<file path="src/rtl/lpc_consts.vh">
// Purpose: shared constants for the low-power dram pin capture block
// Assumes: included by bare name from the design files
// Notes: definitions only
`ifndef LPC_CONSTS_VH
`define LPC_CONSTS_VH

`define LPC_CA_W 7
`define LPC_CMD_W 14
`define LPC_DQ_W 16
`define LPC_BYTES 2
`define LPC_WORD_W 20
`define LPC_PAR_LSB 18
`define LPC_DMI_LSB 16
`define LPC_SYNC_W 35
`define LPC_DMI_MASK 2'h0
`define LPC_DMI_DBI 2'h1
`define LPC_DMI_RDPAR 2'h2
`define LPC_DBI_LIMIT 4'h4
`define LPC_EXT_RATE_MBPS 4267
`define LPC_NORMAL_RATE_MBPS 3200

`endif

</file>
<file path="src/rtl/lpc_buf2.v">
// Purpose: two-entry buffer with valid/ready on both sides
// Assumes: single clock, synchronous active-high reset, clock enable
// Notes: read data come from a register; full and empty are exact
`timescale 1ns/100ps
module lpc_buf2 #(
	parameter W = 20
) (
	// clock and reset
	input wire mclk,
	input wire reset,
	input wire ce,
	// fill side
	input wire in_valid,
	output wire in_ready,
	input wire [W-1:0] in_data,
	// drain side
	output wire out_valid,
	input wire out_ready,
	output reg [W-1:0] out_data_reg
);
	reg [W-1:0] hold_reg;
	reg [1:0] count_reg;
	wire push;
	wire pop;

	assign in_ready = (count_reg != 2'h2);
	assign out_valid = (count_reg != 2'h0);
	assign push = in_valid & in_ready;
	assign pop = out_valid & out_ready;

	// head lives in out_data_reg, second entry in hold_reg
	always @(posedge mclk) begin
		if (reset) begin
			count_reg <= 2'h0;
			hold_reg <= {W{1'b0}};
			out_data_reg <= {W{1'b0}};
		end else if (ce) begin
			case ({push, pop})
			2'b10: begin
				if (count_reg == 2'h0)
					out_data_reg <= in_data;
				else
					hold_reg <= in_data;
				count_reg <= count_reg + 2'h1;
			end
			2'b01: begin
				out_data_reg <= hold_reg;
				count_reg <= count_reg - 2'h1;
			end
			2'b11: begin
				if (count_reg == 2'h1)
					out_data_reg <= in_data;
				else begin
					out_data_reg <= hold_reg;
					hold_reg <= in_data;
				end
			end
			default: begin
				count_reg <= count_reg;
			end
			endcase
		end
	end
endmodule // lpc_buf2

</file>
<file path="src/rtl/lpc_pin_capture.v">
// Purpose: pin-level command, clock and data capture for one dram channel
// Assumes: all pins are sampled by mclk (250 MHz) through two flip-flops
// Notes: the link clocks are oversampled; edges are found from the samples
`timescale 1ns/100ps
`include "lpc_consts.vh"
////////////////////////////////////////////////////////////////////////////////
module lpc_pin_capture (
	// clock, reset, enable
	input wire mclk,
	input wire reset,
	input wire ce,
	// die reset pin
	input wire reset_pin_n,
	output wire die_reset,
	// command clock, selects, command/address
	input wire ck_t,
	input wire ck_c,
	input wire cs0,
	input wire cs1,
	input wire [`LPC_CA_W-1:0] ca,
	// data clocks
	input wire [`LPC_BYTES-1:0] wck_t,
	input wire [`LPC_BYTES-1:0] wck_c,
	// data bus
	input wire [`LPC_DQ_W-1:0] dq_i,
	output reg [`LPC_DQ_W-1:0] dq_o_reg,
	output reg dq_oe_reg,
	// read strobes
	input wire [`LPC_BYTES-1:0] rdqs_t_i,
	output reg [`LPC_BYTES-1:0] rdqs_t_o_reg,
	output reg [`LPC_BYTES-1:0] rdqs_c_o_reg,
	output reg rdqs_oe_reg,
	// mask/inversion lines
	input wire [`LPC_BYTES-1:0] dmi_i,
	output reg [`LPC_BYTES-1:0] dmi_o_reg,
	output reg dmi_oe_reg,
	// configuration
	input wire rank_is_one,
	input wire dual_rank_pkg,
	input wire low_power_state,
	input wire wr_link_prot_en,
	input wire [1:0] dmi_mode,
	input wire sixteen_bank_mode,
	input wire ratio_2to1,
	input wire link_ecc_en,
	input wire dvfs_en,
	input wire wr_active,
	input wire rd_active,
	// command out
	output reg [`LPC_CMD_W-1:0] cmd_word_reg,
	output reg cmd_valid_reg,
	output reg lp_exit_reg,
	output wire ext_rate_ok,
	// write data out
	output wire wr_valid,
	input wire wr_ready,
	output wire [`LPC_WORD_W-1:0] wr_word,
	output wire wr_buf_ready,
	// read data in
	input wire rd_valid,
	output wire rd_ready,
	input wire [`LPC_DQ_W-1:0] rd_data
);
	////////////////////////////////////////////////////////////////////////////
	// pin synchronisers
	wire [`LPC_SYNC_W-1:0] pin_raw;
	reg [`LPC_SYNC_W-1:0] meta_reg;
	reg [`LPC_SYNC_W-1:0] sync_reg;
	reg rst_meta_reg;
	reg rst_sync_reg;
	wire rst_int;
	assign pin_raw = {rdqs_t_i, dmi_i, dq_i, wck_c, wck_t, ca, cs1, cs0, ck_c, ck_t};
	wire ck_t_s;
	wire ck_c_s;
	wire cs0_s;
	wire cs1_s;
	wire [`LPC_CA_W-1:0] ca_s;
	wire [`LPC_BYTES-1:0] wck_t_s;
	wire [`LPC_BYTES-1:0] wck_c_s;
	wire [`LPC_DQ_W-1:0] dq_s;
	wire [`LPC_BYTES-1:0] dmi_s;
	wire [`LPC_BYTES-1:0] par_s;
	wire ck_s;
	wire [`LPC_BYTES-1:0] wck_s;
	// unpacked in the same order as pin_raw, so no field offsets are spelled out
	assign {par_s, dmi_s, dq_s, wck_c_s, wck_t_s, ca_s, cs1_s, cs0_s, ck_c_s, ck_t_s} = sync_reg;
	assign ck_s = ck_t_s & ~ck_c_s;
	assign wck_s = wck_t_s & ~wck_c_s;

	// the die reset output follows the pin with no clock involved
	assign die_reset = ~reset_pin_n;
	assign rst_int = reset | rst_sync_reg;

	always @(posedge mclk) begin
		if (ce) begin
			meta_reg <= pin_raw;
			sync_reg <= meta_reg;
			rst_meta_reg <= ~reset_pin_n;
			rst_sync_reg <= rst_meta_reg;
		end
	end

	////////////////////////////////////////////////////////////////////////////
	// command clock crossings and command capture
	reg ck_prev_reg;
	reg [`LPC_BYTES-1:0] wck_prev_reg;
	reg [`LPC_CA_W-1:0] ca_first_reg;
	reg cs_hit_reg;
	reg cs_lvl_reg;
	wire ck_rise = ck_s & ~ck_prev_reg;
	wire ck_fall = ~ck_s & ck_prev_reg;
	wire [`LPC_BYTES-1:0] wck_rise = wck_s & ~wck_prev_reg;
	// single-rank packages leave rank-1 select unconnected, so it is ignored
	wire cs_mine = rank_is_one ? (cs1_s & dual_rank_pkg) : cs0_s;

	// only sixteen-bank mode at the 2:1 ratio with ecc and dvfs off may exceed the normal rate
	assign ext_rate_ok = sixteen_bank_mode & ratio_2to1 & ~link_ecc_en & ~dvfs_en;

	always @(posedge mclk) begin
		if (rst_int) begin
			ck_prev_reg <= 1'b0;
			wck_prev_reg <= {`LPC_BYTES{1'b0}};
			ca_first_reg <= {`LPC_CA_W{1'b0}};
			cs_hit_reg <= 1'b0;
			cs_lvl_reg <= 1'b0;
			cmd_word_reg <= {`LPC_CMD_W{1'b0}};
			cmd_valid_reg <= 1'b0;
			lp_exit_reg <= 1'b0;
		end else if (ce) begin
			ck_prev_reg <= ck_s;
			wck_prev_reg <= wck_s;
			cs_lvl_reg <= cs_mine;
			cmd_valid_reg <= 1'b0;
			lp_exit_reg <= 1'b0;
			if (low_power_state) begin
				// select acts as a level here; no clock crossing needed
				cs_hit_reg <= 1'b0;
				lp_exit_reg <= cs_mine & ~cs_lvl_reg;
			end else begin
				if (ck_rise) begin
					ca_first_reg <= ca_s;
					cs_hit_reg <= cs_mine;
				end
				if (ck_fall && cs_hit_reg) begin
					cmd_word_reg <= {ca_first_reg, ca_s};
					cmd_valid_reg <= 1'b1;
					cs_hit_reg <= 1'b0;
				end
			end
		end
	end

	////////////////////////////////////////////////////////////////////////////
	// write capture, one lane per byte on its own data clock
	wire [`LPC_DQ_W-1:0] wbyte;
	wire [`LPC_BYTES-1:0] wdmi;
	wire [`LPC_BYTES-1:0] wpar;
	wire [`LPC_BYTES-1:0] wgot;
	wire both_got = &wgot;
	wire push = both_got & wr_buf_ready;
	genvar b;
	generate
		for (b = 0; b < `LPC_BYTES; b = b + 1) begin : g_wlane
			// each lane owns its flops, so every register has a single driver
			reg [7:0] byte_reg;
			reg mask_reg;
			reg par_reg;
			reg got_reg;
			wire [7:0] lane = dq_s[8*b+7:8*b];
			// bus inversion restores the true byte when flagged
			wire inv = (dmi_mode == `LPC_DMI_DBI) & dmi_s[b];
			assign wbyte[8*b+7:8*b] = byte_reg;
			assign wdmi[b] = mask_reg;
			assign wpar[b] = par_reg;
			assign wgot[b] = got_reg;
			always @(posedge mclk) begin
				if (rst_int) begin
					byte_reg <= 8'h00;
					mask_reg <= 1'b0;
					par_reg <= 1'b0;
					got_reg <= 1'b0;
				end else if (ce) begin
					if (wr_active && wck_rise[b] && !got_reg) begin
						byte_reg <= inv ? ~lane : lane;
						mask_reg <= (dmi_mode == `LPC_DMI_MASK) & dmi_s[b];
						par_reg <= wr_link_prot_en & par_s[b];
						got_reg <= 1'b1;
					end else if (push) begin
						got_reg <= 1'b0;
					end
				end
			end
		end
	endgenerate

	// a stalled receiver fills the buffer; further write bytes then hold
	lpc_buf2 #(
		.W(`LPC_WORD_W)
	) u_wbuf (
		.mclk(mclk),
		.reset(rst_int),
		.ce(ce),
		.in_valid(both_got),
		.in_ready(wr_buf_ready),
		.in_data({wpar, wdmi, wbyte}),
		.out_valid(wr_valid),
		.out_ready(wr_ready),
		.out_data_reg(wr_word)
	);

	////////////////////////////////////////////////////////////////////////////
	// read drive, paced by data clock 0
	assign rd_ready = rd_active & wck_rise[0];
	wire [`LPC_BYTES-1:0] dbi_flag;
	wire [`LPC_BYTES-1:0] rd_par;
	wire [`LPC_DQ_W-1:0] rd_out;
	generate
		for (b = 0; b < `LPC_BYTES; b = b + 1) begin : g_rlane
			wire [7:0] lane = rd_data[8*b+7:8*b];
			wire [3:0] ones = lane[0] + lane[1] + lane[2] + lane[3]
				+ lane[4] + lane[5] + lane[6] + lane[7];
			assign dbi_flag[b] = (dmi_mode == `LPC_DMI_DBI) & (ones > `LPC_DBI_LIMIT);
			assign rd_par[b] = ^lane;
			assign rd_out[8*b+7:8*b] = dbi_flag[b] ? ~lane : lane;
		end
	endgenerate

	always @(posedge mclk) begin
		if (rst_int) begin
			dq_o_reg <= {`LPC_DQ_W{1'b0}};
			dq_oe_reg <= 1'b0;
			rdqs_t_o_reg <= {`LPC_BYTES{1'b0}};
			rdqs_c_o_reg <= {`LPC_BYTES{1'b1}};
			rdqs_oe_reg <= 1'b0;
			dmi_o_reg <= {`LPC_BYTES{1'b0}};
			dmi_oe_reg <= 1'b0;
		end else if (ce) begin
			dq_oe_reg <= rd_active;
			dmi_oe_reg <= rd_active;
			// strobe true leg is an input while writes carry parity
			rdqs_oe_reg <= rd_active & ~(wr_active & wr_link_prot_en);
			if (!rd_active) begin
				rdqs_t_o_reg <= {`LPC_BYTES{1'b0}};
				rdqs_c_o_reg <= {`LPC_BYTES{1'b1}};
			end else if (rd_ready && rd_valid) begin
				dq_o_reg <= rd_out;
				rdqs_t_o_reg <= ~rdqs_t_o_reg;
				rdqs_c_o_reg <= rdqs_t_o_reg;
				if (dmi_mode == `LPC_DMI_RDPAR)
					dmi_o_reg <= rd_par;
				else
					dmi_o_reg <= dbi_flag;
			end
		end
	end
endmodule // lpc_pin_capture

</file>
<file path="config.mk">
export PLATFORM = sky130hd
export DESIGN_NAME = lpc_pin_capture
export DESIGN_NICKNAME = d
export VERILOG_FILES = /design/src/rtl/lpc_buf2.v /design/src/rtl/lpc_pin_capture.v
export VERILOG_INCLUDE_DIRS = /design/src /design/src/rtl
export SDC_FILE = /design/constraint.sdc
export NUM_CORES = 1
export LEC_CHECK = 0
export ABC_AREA = 1
export BUFFER_PORTS_ARGS = -buffer_cell sky130_fd_sc_hd__buf_2
export CAP_MARGIN = 20
export CORE_UTILIZATION = 56
export DETAILED_ROUTE_END_ITERATION = 6
export PLACE_DENSITY = 0.8
export SYNTH_ARGS = -nofsm -noshare
export SYNTH_HDL_FRONTEND = slang
export SYNTH_SLANG_ARGS = --single-unit
</file>
<file path="constraint.sdc">
create_clock -name mclk -period 4.3 [get_ports mclk]
set_input_delay 0.86 -clock mclk [delete_from_list [all_inputs] [get_ports mclk]]
set_output_delay 0.86 -clock mclk [all_outputs]
set_load 0.01 [all_outputs]
</file>
==> results of run 1 <==
==> layout make-up <==
| class | instances | area (sq um) | area share |
|---|---|---|---|
| antenna | 2 | 5.005 | 0.0005478 |
| clock buffer | 25 | 535.5 | 0.05861 |
| clock inverter | 7 | 73.82 | 0.008080 |
| inverter | 105 | 396.6 | 0.04341 |
| multi-input combinational | 506 | 2703 | 0.2958 |
| sequential | 188 | 4484 | 0.4908 |
| tap | 176 | 220.2 | 0.02410 |
| timing repair buffer | 139 | 718.2 | 0.07861 |
==> worst max-delay path: stages <==
cell	delay, ns
buf_2	0.11
inv_1	0.13
fa_1	0.45
fa_1	0.45
fa_1	0.50
inv_1	0.05
ha_1	0.20
fa_1	0.42
or2_2	0.28
nand2_1	0.08
nand2_2	0.18
nand3_1	0.13
nand2_1	0.07
nor2_1	0.12
nor2_1	0.05
==> per-stage QoR <==
step / hold WS (ns) / instances / total power [mW]
finish: 0.4153 / 1148 / 3.834
global route: 0.4236 / 1148 / 3.990
CTS: 0.4184 / 1146 / 3.855
detailed placement: 0.4045 / 1114 / 2.301
global placement: 0.4013 / 1113 / 2.289
floorplan: 0.4003 / 839 / 2.216
==> worst min-delay path by stage <==
stage	endpoint	slack [ns]	cells after the start	from
after floorplan	rst_sync_reg	0.40	0	rst_meta_reg
after global placement	sync_reg[1]	0.40	0	meta_reg[1]
after detailed placement	sync_reg[33]	0.40	0	meta_reg[33]
after CTS	sync_reg[33]	0.42	0	meta_reg[33]
after global routing	sync_reg[15]	0.42	0	meta_reg[15]
final	sync_reg[32]	0.42	0	meta_reg[32]
==> layout by cell type (no fill, tap or decap), types with 2 or more instances in the layout <==
cell	count
o22ai_1	20
clkbuf_4	2
or2_2	2
nor2_4	3
o21ai_0	73
clkbuf_16	19
clkinvlp_4	2
xnor2_1	3
nor2_1	62
nand2_1	128
edfxtp_1	72
dfxtp_1	116
inv_1	100
clkbuf_8	3
buf_4	5
inv_2	4
o21a_1	2
nand3b_1	2
diode_2	2
nand3_1	39
a211oi_1	2
nand2_2	6
inv_4	2
o21bai_1	2
a21oi_1	109
ha_1	14
nor2_2	4
xor2_1	17
fa_1	8
buf_2	133
nand4_1	3
nor3_1	3
==> kinds of logic after synthesis <==
kind of cell | count (synthesis)
XOR/XNOR | 20
buffers and inverters | 145
AND/OR/NAND/NOR | 254
adder cells (fa/ha/maj) | 22
AO/OA/AOI/OAI | 210
flip-flops | 188
==> routing by layer <==
metal	share of wire	track usage	vias up
met1	0.44	0.2768	2663
met5	0.00078	0	-
met3	0.047	0.04800	18
met2	0.49	0.3649	156
met4	0.019	0.1008	2
li1	-	-	3010
==> power by group <==
group	leakage, nW	switching (mW)	internal, mW
sequential	1.64	0.0226	1.92
clock	0.298	0.640	0.930
combinational	1.82	0.211	0.113
==> impl_metrics.json, run 1 <==
{
  "outcome": "completed",
  "dieHeight_um": 120.0,
  "ys_ff_latch": 188,
  "finClkSkew_ns": 0.01090,
  "rr_worst_depth": 10,
  "grt_setup_unrepaired": "false",
  "core_region_area_sq_mm": 0.01340,
  "synth_flop_cell": "dfxtp_1",
  "endpoint_kind": "flop",
  "powerDensity_mw_per_mm2": 419.6,
  "cts_resized": 0,
  "ys_async_sr_fraction": 0,
  "nNetsFinal": 1048,
  "drc": 0,
  "finalWirelength_um": 15480,
  "holdBufCountCts": 0,
  "synthCells": 839,
  "grt_pass1_vias": 5219,
  "antenna_found_initial": 3,
  "fin_area_sq_mm": 0.009136,
  "postRouteAntennaNets": 0,
  "rr_endpoint": "u_wbuf.out_data_reg[9]",
  "ys_seq_area_frac": 0.5754,
  "cts_sinks": 188,
  "numCtsBuffers": 17,
  "worstPathArrival_ns": 4.06,
  "synth-xor-area-share": 0.02248,
  "grt_max_degree": 65,
  "synth_cell_types": 33,
  "synth_mux_area_frac": 0,
  "cp.required_ns": 4.61,
  "die_area_sq_mm": 0.01439,
  "synth_area_per_cell_sq_um": 9.289,
  "chipWidth_um": 120.0,
  "fin_tns_setup_ns": 0,
  "post-synth-top-count-cell": "nand2_1",
  "crit_path_start_kind": "primary input",
  "hp-class": "reg -> reg",
  "final_core_util": 0.6818,
  "timing.final.hold_violations": 0,
  "cts_buffer_depth": 2,
  "worst_pin_slew_ns": 0.8290,
  "synthTopCellsByArea": "dfxtp_1, edfxtp_1, a21oi_1, nand2_1, inv_1",
  "slew_viol_final": 0,
  "period_needed_ns": 3.752,
  "finalSetupViolations": 0,
  "htree_levels": 4,
  "grt_pass1_wl_um": 24780,
  "insertion_delay_ns": 0.42,
  "drt_iter0_drc": 560,
  "grt_overflow_total": 0,
  "postCtsSetupBuffers": 0,
  "cts_tree": "yes",
  "root_buffer": "clkbuf_16",
  "avgViaCountPerCell": 5.095,
  "synth_top_cell_by_area": "dfxtp_1",
  "path_clk_slew_ns": 0.07,
  "p_leak_nw": 3.759,
  "rows": 42,
  "cp_max_fo": 17,
  "synth_compound_gate_area_share": 0.1410,
  "wl_per_cell_um": 13.48,
  "syn_area_sq_mm": 0.007794,
  "synth_nets": 930,
  "critPathCapture": "dq_o_reg[6]",
  "first_pass_iters": 5,
  "hpwl_um": 10420,
  "worst-r2r-setup-slack_ns": 1.86,
  "vias": 5849,
  "slew_headroom": 0.4441,
  "critPathKind": "in -> reg",
  "numPortBuffers": 134,
  "synth_edf_count": 72,
  "routabilityCongestion": 0.8055,
  "synthAdderAreaFrac": 0.04302,
  "synthTopCellsByCount": "nand2_1, dfxtp_1, a21oi_1",
  "startpoint": "rd_data[3]",
  "io_pins": 135,
  "n_fill_cell": 1083,
  "start_util": 0.5816,
  "placed_cell_area_sq_mm": 0.008522,
  "dpl_worst_slack_ns": 0.1488,
  "cap_violations": 0,
  "finalCritPeriodShare": 0.8726,
  "synth_warnings": 0,
  "grt_usage": 0.2211,
  "synth-simple-area-share": 0.1393,
  "max_freq_mhz": 266.5,
  "fin_ws_ns": 0.5478,
  "drive_gt1_frac": 0.1990,
  "r2r_start": "u_wbuf.count_reg[0]",
  "synth_top_family_by_area": "compound AO/OA/AOI/OAI gates",
  "yosysTopAreaCellShare": 0.2980,
  "worst_ir_drop_vdd_mv": 0.2347,
  "syn_to_final_growth_pct": 17.23
}
No activity file was read; power rests on OpenSTA's default activity.
==> run 2, diff against run 1 <==
- CORE_MARGIN: unset -> 2
- CTS_BUF_LIST: unset -> sky130_fd_sc_hd__clkbuf_16
==> run 2 against run 1 <==
Hold slack improved by 0.0033 ns. Non-clock buffer count unchanged. Combinational power about the same. Maximum frequency increased by 0.10%. Largest cell class unchanged.
==> impl_metrics.json, run 2 (synthesis gave the netlist of run 1 again) <==
{
  "critPathKind": "in -> reg",
  "grt_pass1_wl_um": 25490,
  "grt_max_degree": 65,
  "cpMaxStageDelayCell": "fa_1",
  "antenna_found_initial": 5,
  "worst_pin_slew_ns": 0.7801,
  "cp_max_fo": 17,
  "rr_endpoint": "u_wbuf.out_data_reg[11]",
  "placed_cell_area_sq_mm": 0.008519,
  "wl_per_cell_um": 13.25,
  "cts_tree": "yes",
  "chipWidth_um": 122.0,
  "endpoint_kind": "flop",
  "crit_buf_inv": 3,
  "slowest_delay_ns": 0.50,
  "grt_pass1_vias": 5322,
  "rr_worst_depth": 10,
  "fin_hold_ws_ns": 0.4186,
  "grtUsageMet2": 0.3439,
  "worst_ir_drop_vdd_mv": 0.2844,
  "grt_usage": 0.2175,
  "avgViaCountPerCell": 5.127,
  "startpoint": "rd_data[3]",
  "fin_tns_setup_ns": 0,
  "cap_violations": 0,
  "finalCritPeriodShare": 0.8717,
  "crit_path_start_kind": "primary input",
  "crit_path_cell_trace": "buf_2 > inv_1 > fa_1 > fa_1 > fa_1 > inv_1 > ha_1 > fa_1 > or2_2 > nand2_1 > nand2_2 > nand3_1 > nand2_1 > nor2_1 > nor2_1",
  "postRouteAntennaNets": 0,
  "routabilityCongestion": 0.8323,
  "finalSetupViolations": 0,
  "finalWirelength_um": 15290,
  "root_buffer": "clkbuf_16",
  "dieHeight_um": 122.0,
  "grt_overflow_total": 0,
  "drt_iter0_drc": 577,
  "grt_setup_unrepaired": "false",
  "drc": 0,
  "worst-r2r-setup-slack_ns": 1.92,
  "hpwl_um": 10300,
  "rows": 43,
  "grtUsageMet1": 0.2897,
  "cpMostUsedCell": "fa_1",
  "fin_area_sq_mm": 0.009104,
  "nNetsFinal": 1048,
  "vias": 5916,
  "io_pins": 135,
  "cp_num_cells": 15,
  "final_cell_mix": "buf_2, nand2_1, dfxtp_1",
  "hp-class": "reg -> reg",
  "slew_headroom": 0.4769,
  "cts_buffer_depth": 2,
  "r2r_start": "u_wbuf.count_reg[0]",
  "busiest_layer": "met2",
  "htree_levels": 4,
  "powerDensity_mw_per_mm2": 415.7,
  "p_leak_nw": 3.727,
  "path_delay_family": "adder cells",
  "path_clk_slew_ns": 0.07,
  "cts_resized": 0,
  "critPathCapture": "dq_o_reg[2]",
  "cts_sinks": 188,
  "drive_gt1_frac": 0.1969,
  "core_region_area_sq_mm": 0.01372,
  "holdBufCountCts": 0,
  "die_area_sq_mm": 0.01488,
  "max_freq_mhz": 266.8,
  "numPortBuffers": 134,
  "numCtsBuffers": 17,
  "first_pass_iters": 6,
  "insertion_delay_ns": 0.42,
  "period_needed_ns": 3.748,
  "cp.required_ns": 4.62,
  "slew_viol_final": 0,
  "postCtsSetupBuffers": 0,
  "start_util": 0.5681,
  "worstPathArrival_ns": 4.07,
  "grt_use_met3": 0.05197,
  "timing.final.hold_violations": 0,
  "outcome": "completed",
  "finClkSkew_ns": 0.005352,
  "syn_to_final_growth_pct": 16.81,
  "final_common_cell": "buf_2"
}
==> run 2: changes by cell type in the layout (fill, tap and decap cells not counted), moves of 2 or more <==
cell | before | now
clkbuf_16 | 19 | 17
clkinv_1 | 0 | 3
clkbuf_8 | 3 | 0
diode_2 | 2 | 4
clkbuf_4 | 2 | 0
clkinvlp_4 | 2 | 4
==> run 2: worst min path at each step <==
stage | from | endpoint | slack [ns] | depth (start not counted)
3_5_place_dp | meta_reg[0] | sync_reg[0] | 0.40 | 0
4_1_cts | meta_reg[17] | sync_reg[17] | 0.42 | 0
3_3_place_gp | rst_meta_reg | rst_sync_reg | 0.40 | 0
6_report | meta_reg[9] | sync_reg[9] | 0.42 | 0
2_1_floorplan | rst_meta_reg | rst_sync_reg | 0.40 | 0
5_1_grt | meta_reg[17] | sync_reg[17] | 0.42 | 0
==> run 2: metrics by stage <==
stage	utilization	total power, mW	setup slack [ns]	std cells
after floorplan	-	2.216	0.3978	839
final	0.6636	3.784	0.5517	1154
after CTS	0.6628	3.815	0.5594	1150
after global routing	0.6636	3.936	0.3466	1154
after detailed placement	0.6210	2.302	0.1032	1118
after global placement	0.6210	2.288	0.1893	1118
==> run 2: final cells by class <==
type                       count  area, sq um
fill                        1104         4616
sequential                   188         4484
multi-input combinational    506         2703
timing repair buffer         139        710.7
clock buffer                  17        425.4
inverter                     105        396.6
tap                          180        225.2
clock inverter                15        148.9
antenna                        4        10.01
==> run 2: routing by layer <==
metal | share of wire | routed length, um
met5 | 0.00072 | 11
met4 | 0.024 | 367
met3 | 0.056 | 855
met2 | 0.47 | 7208
met1 | 0.45 | 6850
==> run 2: worst reg2reg max path, delay by kind of cell (launching register included) <==
kind | cells | cell delay (ns)
AND/OR/NAND/NOR | 3 | 0.28
flip-flops | 1 | 0.31
adder cells (fa/ha/maj) | 1 | 0.22
buffers and inverters | 4 | 0.73
AO/OA/AOI/OAI | 2 | 0.72
==> run 2: power by group <==
part | internal (mW) | total, mW | switching [mW]
registers | 1.92 | 1.94 | 0.0226
clock network | 0.854 | 1.52 | 0.667
logic | 0.114 | 0.324 | 0.210
==> run 3, diff against run 2 <==
- CORE_UTILIZATION: 56 -> 55
- PLACE_DENSITY: 0.8 -> unset
- PLACE_DENSITY_LB_ADDON: unset -> 0.1
==> run 3 against run 2 <==
Count of clock-buffer cells in the layout rose by 2. Utilization decreased by 0.77 points. Hold slack got worse by 0.0070 ns. Sequential share of layout area stayed put. Critical path type unchanged. Largest cell class unchanged.
==> impl_metrics.json, run 3 (synthesis gave the netlist of run 1 again) <==
{
  "crit_buf_inv": 3,
  "hpwl_um": 10800,
  "finalCritPeriodShare": 0.8760,
  "slew_viol_final": 0,
  "chipWidth_um": 123.0,
  "path_delay_family": "adder cells",
  "die_area_sq_mm": 0.01514,
  "grt_setup_unrepaired": "false",
  "drc": 0,
  "critPathKind": "in -> reg",
  "slowest_delay_ns": 0.49,
  "rr_endpoint": "u_wbuf.out_data_reg[2]",
  "drive_gt1_frac": 0.1990,
  "cpMostUsedCell": "fa_1",
  "postRouteAntennaNets": 0,
  "path_clk_slew_ns": 0.07,
  "numPortBuffers": 134,
  "finClkSkew_ns": 0.007916,
  "seq_area_sq_mm": 0.004484,
  "core_region_area_sq_mm": 0.01388,
  "finalWirelength_um": 15590,
  "cp_max_fo": 17,
  "numCtsBuffers": 17,
  "rows": 43,
  "htree_levels": 4,
  "worst_ir_drop_vdd_mv": 0.2743,
  "worstPathArrival_ns": 4.08,
  "powerDensity_mw_per_mm2": 414.1,
  "start_util": 0.5615,
  "routabilityCongestion": 0.8207,
  "crit_path_start_kind": "primary input",
  "antenna_found_initial": 1,
  "syn_to_final_growth_pct": 16.81,
  "cts_tree": "yes",
  "power_mw": 3.770,
  "cts_sinks": 188,
  "max_freq_mhz": 265.5,
  "insertion_delay_ns": 0.43,
  "p_leak_nw": 3.743,
  "endpoint_kind": "flop",
  "slew_headroom": 0.4260,
  "holdPathEnd": "sync_reg[25]",
  "grt_overflow_total": 0,
  "cts_buffer_depth": 2,
  "first_pass_iters": 5,
  "cp_num_cells": 15,
  "holdBufCountCts": 0,
  "holdPathStages": 0,
  "crit_path_cell_trace": "buf_2 > inv_1 > fa_1 > fa_1 > fa_1 > inv_1 > ha_1 > fa_1 > or2_2 > nand2_1 > nand2_2 > nand3_1 > nand2_1 > nor2_1 > nor2_1",
  "rr_worst_depth": 10,
  "dieHeight_um": 123.0,
  "fin_tns_setup_ns": 0,
  "worst-r2r-setup-slack_ns": 1.79,
  "nNetsFinal": 1048,
  "finalSetupViolations": 0,
  "cp.required_ns": 4.62,
  "grt_pass1_vias": 5573,
  "n_fill_cell": 1132,
  "hp-start": "meta_reg[25]",
  "final_cell_mix": "buf_2, nand2_1, dfxtp_1",
  "postCtsSetupBuffers": 0,
  "root_buffer": "clkbuf_16",
  "grt_pass1_wl_um": 25320,
  "grt_usage": 0.2132,
  "worst_pin_slew_ns": 0.8560,
  "wl_per_cell_um": 13.53,
  "cpMaxStageDelayCell": "fa_1",
  "final_common_cell": "buf_2",
  "period_needed_ns": 3.767,
  "timing.final.hold_violations": 0,
  "grt_max_degree": 66,
  "multi_input_area_sq_mm": 0.002703,
  "hp-class": "reg -> reg",
  "r2r_start": "u_wbuf.count_reg[0]",
  "cts_resized": 0,
  "avgViaCountPerCell": 5.188,
  "cap_violations": 0,
  "vias": 5977,
  "io_pins": 135,
  "drt_iter0_drc": 402,
  "outcome": "completed"
}
## run 3: changes by cell type in the layout (fill, tap and decap cells not counted), sizes merged
cell and change:
bufinv -2, clkbuf +2, clkinvlp -3, diode -2, inv +3
## run 3: power by group
part           switching, mW  internal [mW]
Clock                  0.684          0.818
Sequential            0.0212           1.92
Combinational          0.217          0.114
Total                  0.922           2.85
## run 3: worst max path at each step
stage                     startpoint           end
after floorplan           rd_data[8]  dq_o_reg[15]
after global placement    rd_data[8]   dq_o_reg[8]
after detailed placement  rd_data[3]   dq_o_reg[6]
after CTS                 rd_data[3]   dq_o_reg[6]
after global routing      rd_data[3]   dq_o_reg[1]
final                     rd_data[3]   dq_o_reg[6]
## run 3: per-stage QoR
| step | hold WS (ns) | std cells | util | worst slack, ns | area [sq um] |
|---|---|---|---|---|---|
| 2_1_floorplan | 0.4003 | 839 | - | 0.3978 | 7794 |
| 3_3_place_gp | 0.4006 | 1118 | 0.6138 | 0.2100 | 8519 |
| 3_5_place_dp | 0.4045 | 1118 | 0.6138 | 0.09513 | 8519 |
| 4_1_cts | 0.4154 | 1150 | 0.6555 | 0.5384 | 9099 |
| 5_1_grt | 0.4257 | 1151 | 0.6557 | 0.3214 | 9101 |
| 6_report | 0.4116 | 1152 | 0.6559 | 0.5333 | 9104 |
## run 3: area by class of cell
| type | count | area share |
|---|---|---|
| Multi-Input combinational cell | 506 | 0.2969 |
| Timing Repair Buffer | 139 | 0.07806 |
| Inverter | 105 | 0.04357 |
| Clock inverter | 13 | 0.01141 |
| Clock buffer | 19 | 0.05223 |
| Antenna cell | 2 | 0.0005498 |
| Sequential cell | 188 | 0.4926 |
| Tap cell | 180 | 0.02474 |
## run 3: layer usage
layer  GRT usage  vias to the layer above  wire length [um]
li1            -                     3012                 -
met1      0.2472                     2768              6635
met2      0.3681                      163              7686
met3     0.05996                       34               867
met4     0.09446                        0               403
met5           0                        -                 0
